`src/hw/gpc_map.svh`:
```
// Constants for the general purpose pin block
// What this block does
// - Seven pins, each set on its own to input or output; pins 0, 2, 7, 8 and 9 can also be set to an alternate function.
// - Each pin owns the same bit position in the select, direction and data vectors.
// - Select 1 gives the alternate function, else direction 0 is input and 1 is output.
// - Pins 0, 8 and 9 carry the low-active reset outputs of downstream ports 2, 1 and 3.
// - Pin 2 carries the low-active expander interrupt input, pin 7 the low-active event output.
// - After reset every pin is a plain input with select and direction cleared.
// - Pin levels are sampled no more than once per 128 ns, with asynchronous inputs allowed.
// - An alternate function not in use is held inactive.
// - An input pin's sampled level is registered into its data bit.
// - Reading the data vector returns sampled pin levels in every mode.
// - An output pin drives the value held in its data bit.
// - The three vectors are reached only through upstream port configuration space.
`ifndef GPC_MAP_SVH
`define GPC_MAP_SVH
`define GPC_VEC_W 10
`define GPC_PIN_MASK 10'h38f
`define GPC_ALT_OUT_MASK 10'h381
`define GPC_CFG_RESET 10'h000
`define GPC_PIN_PORT2_RST 0
`define GPC_PIN_EXP_IRQ 2
`define GPC_PIN_EVENT 7
`define GPC_PIN_PORT1_RST 8
`define GPC_PIN_PORT3_RST 9
`define GPC_SAMPLE_PERIOD_NS 128
`define GPC_CLK_PERIOD_NS 8
`define GPC_SAMPLE_CYC ((`GPC_SAMPLE_PERIOD_NS + `GPC_CLK_PERIOD_NS - 1) / `GPC_CLK_PERIOD_NS)
`endif

```
`src/hw/gpc_pkg.sv`:
```
// Types shared by the general purpose pin block
`default_nettype none
`include "gpc_map.svh"
package gpc_pkg;
  typedef logic [`GPC_VEC_W-1:0] gpc_vec_t;

  typedef struct packed {
    logic wr_func;
    logic wr_dir;
    logic wr_data;
    gpc_vec_t wdata;
  } gpc_cfg_s;

  typedef struct packed {
    gpc_vec_t func;
    gpc_vec_t dir;
    gpc_vec_t data;
  } gpc_rd_s;

  typedef struct packed {
    logic port1_reset_n;
    logic port2_reset_n;
    logic port3_reset_n;
    logic event_n;
  } gpc_alt_s;

  typedef struct packed {
    gpc_vec_t sync1;
    gpc_vec_t sync2;
    gpc_vec_t samp;
    logic [7:0] cnt;
    logic en;
  } gpc_smp_s;

  typedef struct packed {
    gpc_vec_t func;
    gpc_vec_t dir;
    gpc_vec_t dout;
  } gpc_st_s;

  function automatic gpc_vec_t gpc_mask(input gpc_vec_t v);
    gpc_mask = v & `GPC_PIN_MASK;
  endfunction : gpc_mask
endpackage : gpc_pkg
`default_nettype wire

```
`src/hw/gpc_pin_sampler.sv`:
```
// Pin synchroniser and slow sampler
`timescale 1ns/1ps
`default_nettype none
`include "gpc_map.svh"
module gpc_pin_sampler import gpc_pkg::*; #(
  parameter int SAMPLE_CYC = `GPC_SAMPLE_CYC
) (
  input wire logic core_clk,
  input wire logic rst,
  input wire gpc_vec_t pin_in,
  output gpc_vec_t pin_sync,
  output gpc_vec_t pin_sampled,
  output logic sample_en
);
  gpc_smp_s st_reg;
  gpc_smp_s st_next;

  always_comb begin
    st_next = st_reg;
    st_next.sync1 = pin_in;
    st_next.sync2 = st_reg.sync1;
    st_next.en = 1'b0;
    if (st_reg.cnt == 8'(SAMPLE_CYC - 1)) begin
      st_next.cnt = 8'h00;
      st_next.en = 1'b1;
      st_next.samp = gpc_mask(st_reg.sync2);
    end else begin
      st_next.cnt = st_reg.cnt + 8'h01;
    end
  end

  always_ff @(posedge core_clk or posedge rst) begin
    if (rst) begin
      st_reg <= '0;
    end else begin
      st_reg <= st_next;
    end
  end

  assign pin_sync = gpc_mask(st_reg.sync2);
  assign pin_sampled = st_reg.samp;
  assign sample_en = st_reg.en;
endmodule : gpc_pin_sampler
`default_nettype wire

```
`src/hw/gpc_pin_control.sv`:
```
// General purpose pin control block
`timescale 1ns/1ps
`default_nettype none
`include "gpc_map.svh"
module gpc_pin_control import gpc_pkg::*; #(
  parameter int SAMPLE_CYC = `GPC_SAMPLE_CYC
) (
  input wire logic core_clk,
  input wire logic rst,
  input wire gpc_cfg_s cfg_req,
  output gpc_rd_s cfg_rd,
  input wire gpc_vec_t pin_in,
  output gpc_vec_t pin_out,
  output gpc_vec_t pin_oe,
  input wire gpc_alt_s alt_src,
  output logic expander_irq0_in_n
);
  gpc_st_s st_reg;
  gpc_st_s st_next;
  gpc_vec_t pin_sync;
  gpc_vec_t pin_sampled;
  logic sample_en;
  gpc_vec_t alt_val;

  gpc_pin_sampler #(.SAMPLE_CYC(SAMPLE_CYC)) u_smp (
    .core_clk(core_clk),
    .rst(rst),
    .pin_in(pin_in),
    .pin_sync(pin_sync),
    .pin_sampled(pin_sampled),
    .sample_en(sample_en)
  );

  always_comb begin
    st_next = st_reg;
    if (cfg_req.wr_func) begin
      st_next.func = gpc_mask(cfg_req.wdata);
    end
    if (cfg_req.wr_dir) begin
      st_next.dir = gpc_mask(cfg_req.wdata);
    end
    if (cfg_req.wr_data) begin
      st_next.dout = gpc_mask(cfg_req.wdata);
    end
  end

  always_ff @(posedge core_clk or posedge rst) begin
    if (rst) begin
      st_reg <= '{func: `GPC_CFG_RESET, dir: `GPC_CFG_RESET, dout: `GPC_CFG_RESET};
    end else begin
      st_reg <= st_next;
    end
  end

  always_comb begin
    alt_val = '1;
    alt_val[`GPC_PIN_PORT2_RST] = alt_src.port2_reset_n;
    alt_val[`GPC_PIN_PORT1_RST] = alt_src.port1_reset_n;
    alt_val[`GPC_PIN_PORT3_RST] = alt_src.port3_reset_n;
    alt_val[`GPC_PIN_EVENT] = alt_src.event_n;
  end

  localparam gpc_vec_t PIN_MASK = `GPC_PIN_MASK;
  localparam gpc_vec_t ALT_OUT = `GPC_ALT_OUT_MASK;

  genvar i;
  generate
    for (i = 0; i < `GPC_VEC_W; i++) begin : g_pin
      assign pin_oe[i] = PIN_MASK[i] & (st_reg.func[i] ? ALT_OUT[i] : st_reg.dir[i]);
      assign pin_out[i] = PIN_MASK[i] & (st_reg.func[i] ? alt_val[i] : st_reg.dout[i]);
    end
  endgenerate

  assign expander_irq0_in_n = st_reg.func[`GPC_PIN_EXP_IRQ] ? pin_sync[`GPC_PIN_EXP_IRQ] : 1'b1;

  assign cfg_rd = '{func: st_reg.func, dir: st_reg.dir, data: pin_sampled};

  generate
    for (i = 0; i < `GPC_VEC_W; i++) begin : g_pin_chk
      if (PIN_MASK[i]) begin : g_impl

      end
    end
  endgenerate
endmodule : gpc_pin_control
`default_nettype wire

```
`config.mk`:
```
export PLATFORM = sky130hd
export DESIGN_NAME = gpc_pin_control
export DESIGN_NICKNAME = d
export VERILOG_FILES = /design/src/hw/gpc_pkg.sv /design/src/hw/gpc_pin_sampler.sv /design/src/hw/gpc_pin_control.sv
export VERILOG_INCLUDE_DIRS = /design/src /design/src/hw
export SDC_FILE = /design/constraint.sdc
export NUM_CORES = 1
export LEC_CHECK = 0
export ABC_AREA = 1
export ABC_CLOCK_PERIOD_IN_PS = 1470
export BUFFER_PORTS_ARGS = -buffer_cell sky130_fd_sc_hd__buf_2
export CORE_ASPECT_RATIO = 0.9
export CORE_UTILIZATION = 36
export DETAILED_ROUTE_END_ITERATION = 16
export PLACE_DENSITY = 0.72
export SYNTH_ARGS = -nofsm -noshare
export SYNTH_HDL_FRONTEND = slang
export SYNTH_SLANG_ARGS = --single-unit
```
`constraint.sdc`:
```
create_clock -name core_clk -period 1.47 [get_ports core_clk]
set_clock_uncertainty 0.15 [all_clocks]
set_input_delay 0.0735 -clock core_clk [delete_from_list [all_inputs] [get_ports core_clk]]
set_output_delay 0.0735 -clock core_clk [all_outputs]
set_load 0.02 [all_outputs]
```
# After elaboration in Yosys (flattened, before gate mapping)

Index checks and enable logic that the tools add are counted.
W data, S select, Z words.

$add $sub $neg: 1
Multipliers: 0
Divide/modulo/power cells: 0
$lt $le $gt $ge: 0
Equal/unequal tests: 1
Shifts and indexed selects: 0
Multiplexer cells: 16
Bitwise gates (word level): 0
Reduce and logical (&&, ||, !) cells: 0

Operators with widths:

| kind                  | count |
|---|---|
| $mux W1               | 15 |
| $add A8 B1 Y8 const B | 1 |
| $eq A8 B4 Y1 const B  | 1 |
| $mux W8               | 1 |

Flip-flop bits (word level): 56
Latch bits: 0
Bits in writable memories: 0
Memory bits (read-only): 0
Input port bits: 29
Output and inout bits: 51
Word-level logic and storage cells: 25
Memories: 0

# Depth between registers and ports, before layout

Gate-level depths: netlist (run 1).

Word-level depth: 2
Mapped depth: 7

# Cells and area by module

From an unflattened synthesis (run 1), not the netlist that was laid out.

Cell total of the unflattened synthesis: 268
Area, all modules: 2356.0 um^2

Modules (own cells, without submodules):

| module          | instances | cells each | area an instance (um^2) | seq. area each (um^2) |
|---|---|---|---|---|
| gpc_pin_sampler | 1         | 119        | 1212.4                  | 750.7 |
| gpc_pin_control | 1         | 149        | 1143.6                  | 525.5 |

# Worst setup path before layout (run 1)

OpenSTA, ideal clock, no wires.

Kind: reg2reg
Start: reg u_smp.st_reg[1] (netlist bit)
End: reg u_smp.st_reg[5] (netlist bit)
Setup time: 120 ps
Arrival: 1019 ps
Required time: 1200 ps
Setup slack: 182 ps
Cell stages (with the launch flop): 6
Period minus slack after synthesis: 1288 ps
Cell sequence: dfrtp_1 > ha_1 > nand3_4 > nor2_4 > buf_6 > nor2_1

RTL lines:

| element                | line                  | RTL |
|---|---|---|
| from (decl)            | gpc_pin_sampler.sv:15 | `gpc_smp_s st_reg;` |
| from (signal assigned) | gpc_pin_sampler.sv:36 | `st_reg <= st_next;` |

==> impl_results.md, run 1 <==
- Unrepaired setup endpoints after global routing: no
- Clock Path Buffers: 2
- Global router's overall resource usage: between 10% and 20%
- Number of flip-flops under the largest register name: 14
- Sum of negative setup slack: 0 ns
- Most common cell in the netlist: sky130_fd_sc_hd__nand2_1
- Final setup violation count: 0
- Post-synth top area cell: sky130_fd_sc_hd__dfrtp_1
- Area after DPL: ~2400 sq um
- Top-area cell type share of the netlist area: between 50 and 60%
- Period utilisation layout: between 90% and 100%
- Count of input and output buffers: a little under 60
- Clock root buffer: sky130_fd_sc_hd__clkbuf_8
- Layout cells sized above 1: a little over a quarter
- Antenna diode count: 0
- Number of max-cap violations: 0
- Clock tree from TritonCTS: done
- Grt total ovfl: 0
- FF-to-FF setup slack: ~0.09 ns
- Worst min-delay path class: input port to async pin
- Routability congestion estimate: 0.749
- Number of levels in the clock H-tree: 2
- Ratio of routed vias to standard cells: roughly 4.2
- Max-slew violation count: 0
- P&R area growth vs syn: 23.4%
- Crit path capture type: register
- Remaining antenna violation count after routing: 0
- Most numerous cell on the critical path: sky130_fd_sc_hd__dlygate4sd3_1
- Vias in the first global route: between 1500 and 2000
- Initial antenna violation count: 0
- Critical path class: input port to register
- Commonest cells in the netlist: 55 x sky130_fd_sc_hd__nand2_1, 50 x sky130_fd_sc_hd__dfrtp_1, 36 x sky130_fd_sc_hd__buf_4
- I/O Pins: 80
- Post-layout min period: 1.43 ns
- Row count: 26
- Sequential element share of the synthesized area: a little under three fifths
- Ys async rst share: 100%
- Cells traversed along the worst timing path: dlygate4sd3_1, buf_4, nand2_1, dlygate4sd3_1, o21ai_0
- Final standard cell area without fillers: approximately 2700 sq um
- Gate Count Post-Synth: between 200 and 250
- Cell Area, Synth: ~2200 sq um
- Worst ir drop on vdd: 538 uV
- Via count: 1592
- Post-synth EDFFs: 0
- Worst Path Arrival: approximately 1.5 ns
- Distinct cell type count after synthesis: 17
- Post-detailed-route wirelength per cell: approximately 11 um
- Detailed Routing Iterations Pass 1: 6
- First-pass GRT wire length: 7.19 mm
- Fin Hold WS: 0.119 ns
- Die Y-Extent: ~76 um
- Clock transition at the register clock pins on the worst setup and hold paths after CTS: roughly 0.09 ns
- Result of the run: completed
- Die X-Extent: between 80 and 90 um
- Remaining routing DRC violations: 0
- Dpl hpwl: 2.81 mm
- Peak clock frequency supported by timing: 0.700 GHz
- Initial Utilization: about two fifths
- Die Footprint: ~6500 sq um
- Pwr per Cell Area: 1070 nW/um^2
- Clock net sink count: 50
- Source of the worst register-to-register timing path: u_smp.st_reg[2]$_DFF_PP0_
- Synth area leaders: sky130_fd_sc_hd__dfrtp_1 56%, sky130_fd_sc_hd__buf_4 12%, sky130_fd_sc_hd__nand2_1 9.3%
- Number of nets in the layout: 336
- Critical path startpoint category: input port
- Data required time of the critical path: between 1.5 and 2 ns
- Pin count of the biggest net entering global routing: 38
- Commonest register cell after synthesis: sky130_fd_sc_hd__dfrtp_1
- Total wire length: approximately 4.2 mm
- Reg2reg end: u_smp.pin_sampled[0]$_DFFE_PP0N_
- Yosys warns: 0
- Depth of the worst register-to-register path: 6
- Flip-flop and latch count after synthesis: 50
- Syn Area/Cell: between 9 and 10 sq um
- Iteration-0 DRC count of the detailed router: 94
- Count of endpoints failing hold in the final timing report: 0
- Worst-path fanout max: 14
- Clock latency on the worst-skew pair: 0.30 ns
- Critical Path Max Stage Delay: 0.53 ns
- PnR Total Power: about 3 mW
- Slowest-stage cell, CP: sky130_fd_sc_hd__dlygate4sd3_1
- Core Footprint: approximately 5800 sq um
- Number of buffers created by CTS: 5
- Leakage dissipation: roughly 1.4 nW
[routing by layer]
layer | wire, um | track usage [%] | vias up
li1 | - | - | 809
met5 | 0 | 0 | -
met3 | 197 | 4.55 | 7
met2 | 2080 | 23.6 | 39
met1 | 1870 | 16.6 | 737
met4 | 60 | 5.42 | 0
[stage by stage]
step	cells	setup WS, ns	utilization [%]
2_1_floorplan	256	0.0453	-
3_3_place_gp	347	0.139	41.4
3_5_place_dp	347	0.101	41.4
4_1_cts	376	0.0211	47.0
5_1_grt	377	0.0148	47.2
6_report	377	0.0407	47.2
[worst max path at each step]
stage	start	endpoint	slack, ns
floorplan	rst	cfg_rd[10]$_DFFE_PP0P_	0.05
global placement	u_smp.st_reg[2]$_DFF_PP0_	u_smp.st_reg[5]$_DFF_PP0_	0.14
detailed placement	u_smp.st_reg[2]$_DFF_PP0_	u_smp.pin_sampled[0]$_DFFE_PP0N_	0.10
CTS	cfg_req[10]	st_reg[3]$_DFFE_PP0P_	0.02
global route	u_smp.st_reg[2]$_DFF_PP0_	u_smp.pin_sampled[0]$_DFFE_PP0N_	0.01
finish	cfg_req[10]	st_reg[3]$_DFFE_PP0P_	0.04
[power breakdown]
group	leakage (nW)	switching (mW)	total (mW)	internal (mW)
Sequential	0.607	0.0398	1.49	1.45
Clock	0.0504	0.457	0.963	0.506
Combinational	0.781	0.306	0.468	0.162
Total	1.44	0.803	2.93	2.12
[layout by cell type (no fill, tap or decap), types with 2 or more instances in the layout]
master,n
sky130_fd_sc_hd__nor2_1,17
sky130_fd_sc_hd__buf_12,2
sky130_fd_sc_hd__nand2_1,55
sky130_fd_sc_hd__inv_1,31
sky130_fd_sc_hd__clkinvlp_4,2
sky130_fd_sc_hd__nand2_2,6
sky130_fd_sc_hd__buf_2,57
sky130_fd_sc_hd__nand3_1,2
sky130_fd_sc_hd__clkbuf_8,5
sky130_fd_sc_hd__dfrtp_1,50
sky130_fd_sc_hd__dlygate4sd3_1,21
sky130_fd_sc_hd__o21ai_0,33
sky130_fd_sc_hd__conb_1,15
sky130_fd_sc_hd__buf_4,3
[cell type report]
class | count | area, sq um
tap | 70 | 87.6
multi-input combinational | 134 | 603
sequential | 50 | 1250
fill | 557 | 3060
clock buffer | 5 | 68.8
inverter | 32 | 120
clock inverter | 3 | 45.0
timing repair buffer | 83 | 558
[cell families (layout without fill, tap and decap cells)]
family	Yosys count	in the layout	share of synthesized area [%]
DFF	50	50	56.5
AOI/OAI and AO/OA	33	33	7.46
adders and majority gates	1	1	0.565
and+or+nand+nor	85	85	16.7
other	1	15	0.169
buffers and inverters	72	123	18.6
[what timing repair did]
| item | 4_1_cts | 5_1_grt |
|---|---|---|
| setup buffers | 0 | 1 |
| endpoints found under the setup margin | 0 | 2 |
| resized for setup | 0 | 2 |
| hold buffers | 21 | 0 |
| hold endpoints to repair | 78 | 0 |
[worst max-delay path, delay by kind of cell]
family,cells,cell delay [ns]
AO/OA/AOI/OAI,1,0.07
buffers and inverters,3,1.24
AND/OR/NAND/NOR,1,0.07
Power figures use the tool's default switching activity.
==> inputs of run 2 (changes only) <==
Settings changed: CORE_UTILIZATION 36 to 46, CTS_BUF_LIST set to sky130_fd_sc_hd__clkbuf_8, PLACE_DENSITY 0.72 to 0.87.
==> impl_results.md, run 2 (synthesized netlist as in run 1, its figures left out) <==
- Pin count of the biggest net entering global routing: 30
- Critical Path Max Stage Delay: between 0.5 and 0.6 ns
- Clock transition at the register clock pins on the worst setup and hold paths after CTS: 0.09 ns
- Die Y-Extent: 67.8 um
- Worst-path fanout max: 14
- Detailed Routing Iterations Pass 1: 4
- Period utilisation layout: between 90% and 100%
- Number of max-cap violations: 0
- Area after DPL: about 2400 sq um
- Peak clock frequency supported by timing: slightly above 0.7 GHz
- Clock latency on the worst-skew pair: 0.30 ns
- Final setup violation count: 0
- Worst ir drop on vdd: 698 uV
- Number of nets in the layout: between 300 and 400
- Post-detailed-route wirelength per cell: between 10 and 15 um
- Final design utilization: between 60% and 70%
- Worst min-delay path class: input port to register
- Leakage dissipation: about 1.4 nW
- Iteration-0 DRC count of the detailed router: 45
- Ratio of routed vias to standard cells: about 4.3
- Worst Path Arrival: between 1 and 1.5 ns
- Number of buffers created by CTS: 5
- First-pass GRT wire length: roughly 6.4 mm
- Total wire length: 3.98 mm
- Critical path class: input port to register
- Number of flip-flops under the largest register name: 14
- Number of levels in the clock H-tree: 2
- Layout cells sized above 1: 26.6%
- I/O Pins: 80
- P&R area growth vs syn: 23.7%
- Die X-Extent: about 75 um
- Result of the run: completed
- Sum of negative setup slack: 0 ns
- Fin Hold WS: approximately 0.0091 ns
- Vias in the first global route: between 1500 and 2000
- Global router's overall resource usage: between 15 and 20%
- Pwr per Cell Area: between 1000 and 1500 nW/um^2
- Max-slew violation count: 0
- Leading cell types in the layout, fill and taps excluded: 57 x sky130_fd_sc_hd__buf_2, 55 x sky130_fd_sc_hd__nand2_1, 50 x sky130_fd_sc_hd__dfrtp_1, 33 x sky130_fd_sc_hd__o21ai_0, 31 x sky130_fd_sc_hd__inv_1
- Grt total ovfl: 0
- Unrepaired setup endpoints after global routing: no
- Most common cell after layout, fill and taps aside: sky130_fd_sc_hd__buf_2
- Core Footprint: 4550 sq um
- Crit path capture type: register
- Critical path startpoint category: input port
- Clock tree from TritonCTS: done
- Initial Utilization: roughly half
- Clock net sink count: 50
- Via count: 1587
- Clock Path Buffers: 2
- Routability congestion estimate: ~0.75
- Die Footprint: 5100 sq um
- FILL cells: about 390
- Antenna diode count: 0
- Initial antenna violation count: 0
- Data required time of the critical path: between 1.5 and 2 ns
- Remaining antenna violation count after routing: 0
- Row count: 23
- Remaining routing DRC violations: 0
- Slowest-stage cell, CP: sky130_fd_sc_hd__dlygate4sd3_1
- Final standard cell area without fillers: between 2000 and 3000 sq um
- Dpl hpwl: 2.74 mm
- Clock root buffer: sky130_fd_sc_hd__clkbuf_8
- Most numerous cell on the critical path: sky130_fd_sc_hd__dlygate4sd3_1
- Count of input and output buffers: 58
- Post-layout min period: 1.42 ns
- Cells traversed along the worst timing path: dlygate4sd3_1, buf_6, nand2_1, dlygate4sd3_1, o21ai_0
- Count of endpoints failing hold in the final timing report: 0
==> run 2: cell count changes in the layout (fill, tap and decap cells not counted) <==
| cell | delta |
|---|---|
| sky130_fd_sc_hd__dlygate4sd3_1 | +1 |
| sky130_fd_sc_hd__ha_2 | +1 |
| sky130_fd_sc_hd__buf_4 | -1 |
| sky130_fd_sc_hd__buf_6 | +1 |
| sky130_fd_sc_hd__ha_1 | -1 |
==> run 2: layout make-up <==
class | instances | area, sq um | share of cell area, %
Sequential cell | 50 | 1250 | 45.7
Multi-Input combinational cell | 134 | 606 | 22.1
Timing Repair Buffer | 84 | 572 | 20.9
Inverter | 32 | 120 | 4.38
Tap cell | 62 | 77.6 | 2.83
Clock buffer | 5 | 68.8 | 2.51
Clock inverter | 3 | 45.0 | 1.64
==> run 2: per-layer routing <==
metal	share of wire [%]	track usage, %	vias to the layer above	routed length, um
met2	49	28.7	41	1960
met1	44	21.2	732	1770
met4	1.2	6.48	0	48
met3	5.0	5.01	6	200
li1	-	-	808	-
met5	0	0	-	0
==> run 2: metrics by stage <==
step	power, mW	worst slack [ns]	instances
floorplan	1.87	0.0453	256
CTS	2.93	0.0268	369
detailed placement	1.94	0.100	339
global route	3.06	0.0170	370
finish	2.90	0.0531	370
global placement	1.93	0.148	339
==> run 2: worst paths after layout <==
check	start	endpoint	slack [ns]	cells past startpoint
setup reg to reg	u_smp.st_reg[2]$_DFF_PP0_	u_smp.pin_sampled[3]$_DFFE_PP0N_	0.11	6
setup / recovery	cfg_req[10]	st_reg[7]$_DFFE_PP0P_	0.05	5
min in group asynchronous	rst	cfg_rd[29]$_DFFE_PP0P_	0.21	3
hold / removal	cfg_req[11]	cfg_rd[17]$_DFFE_PP0P_	0.009	3
hold reg to reg	u_smp.st_next[22]$_DFF_PP0_	u_smp.pin_sync[3]$_DFF_PP0_	0.20	0
max in group asynchronous	rst	u_smp.st_next[22]$_DFF_PP0_	0.45	4
==> run 2: critical path, delay by kind of cell <==
| family | cells | cell delay [ns] |
|---|---|---|
| buf+inv | 3 | 1.24 |
| simple gates | 1 | 0.06 |
| compound gates | 1 | 0.07 |
==> run 2: power by group <==
part,internal [mW],switching [mW],total [mW]
Combinational,0.165,0.301,0.466
Sequential,1.45,0.0398,1.49
Clock,0.506,0.439,0.945
==> run 2: what timing repair did <==
action,in CTS,in global routing
endpoints found under the hold margin,49,0
endpoints found under the setup margin,0,4
hold buffers,22,0
setup buffers,0,1
resized for setup,0,4
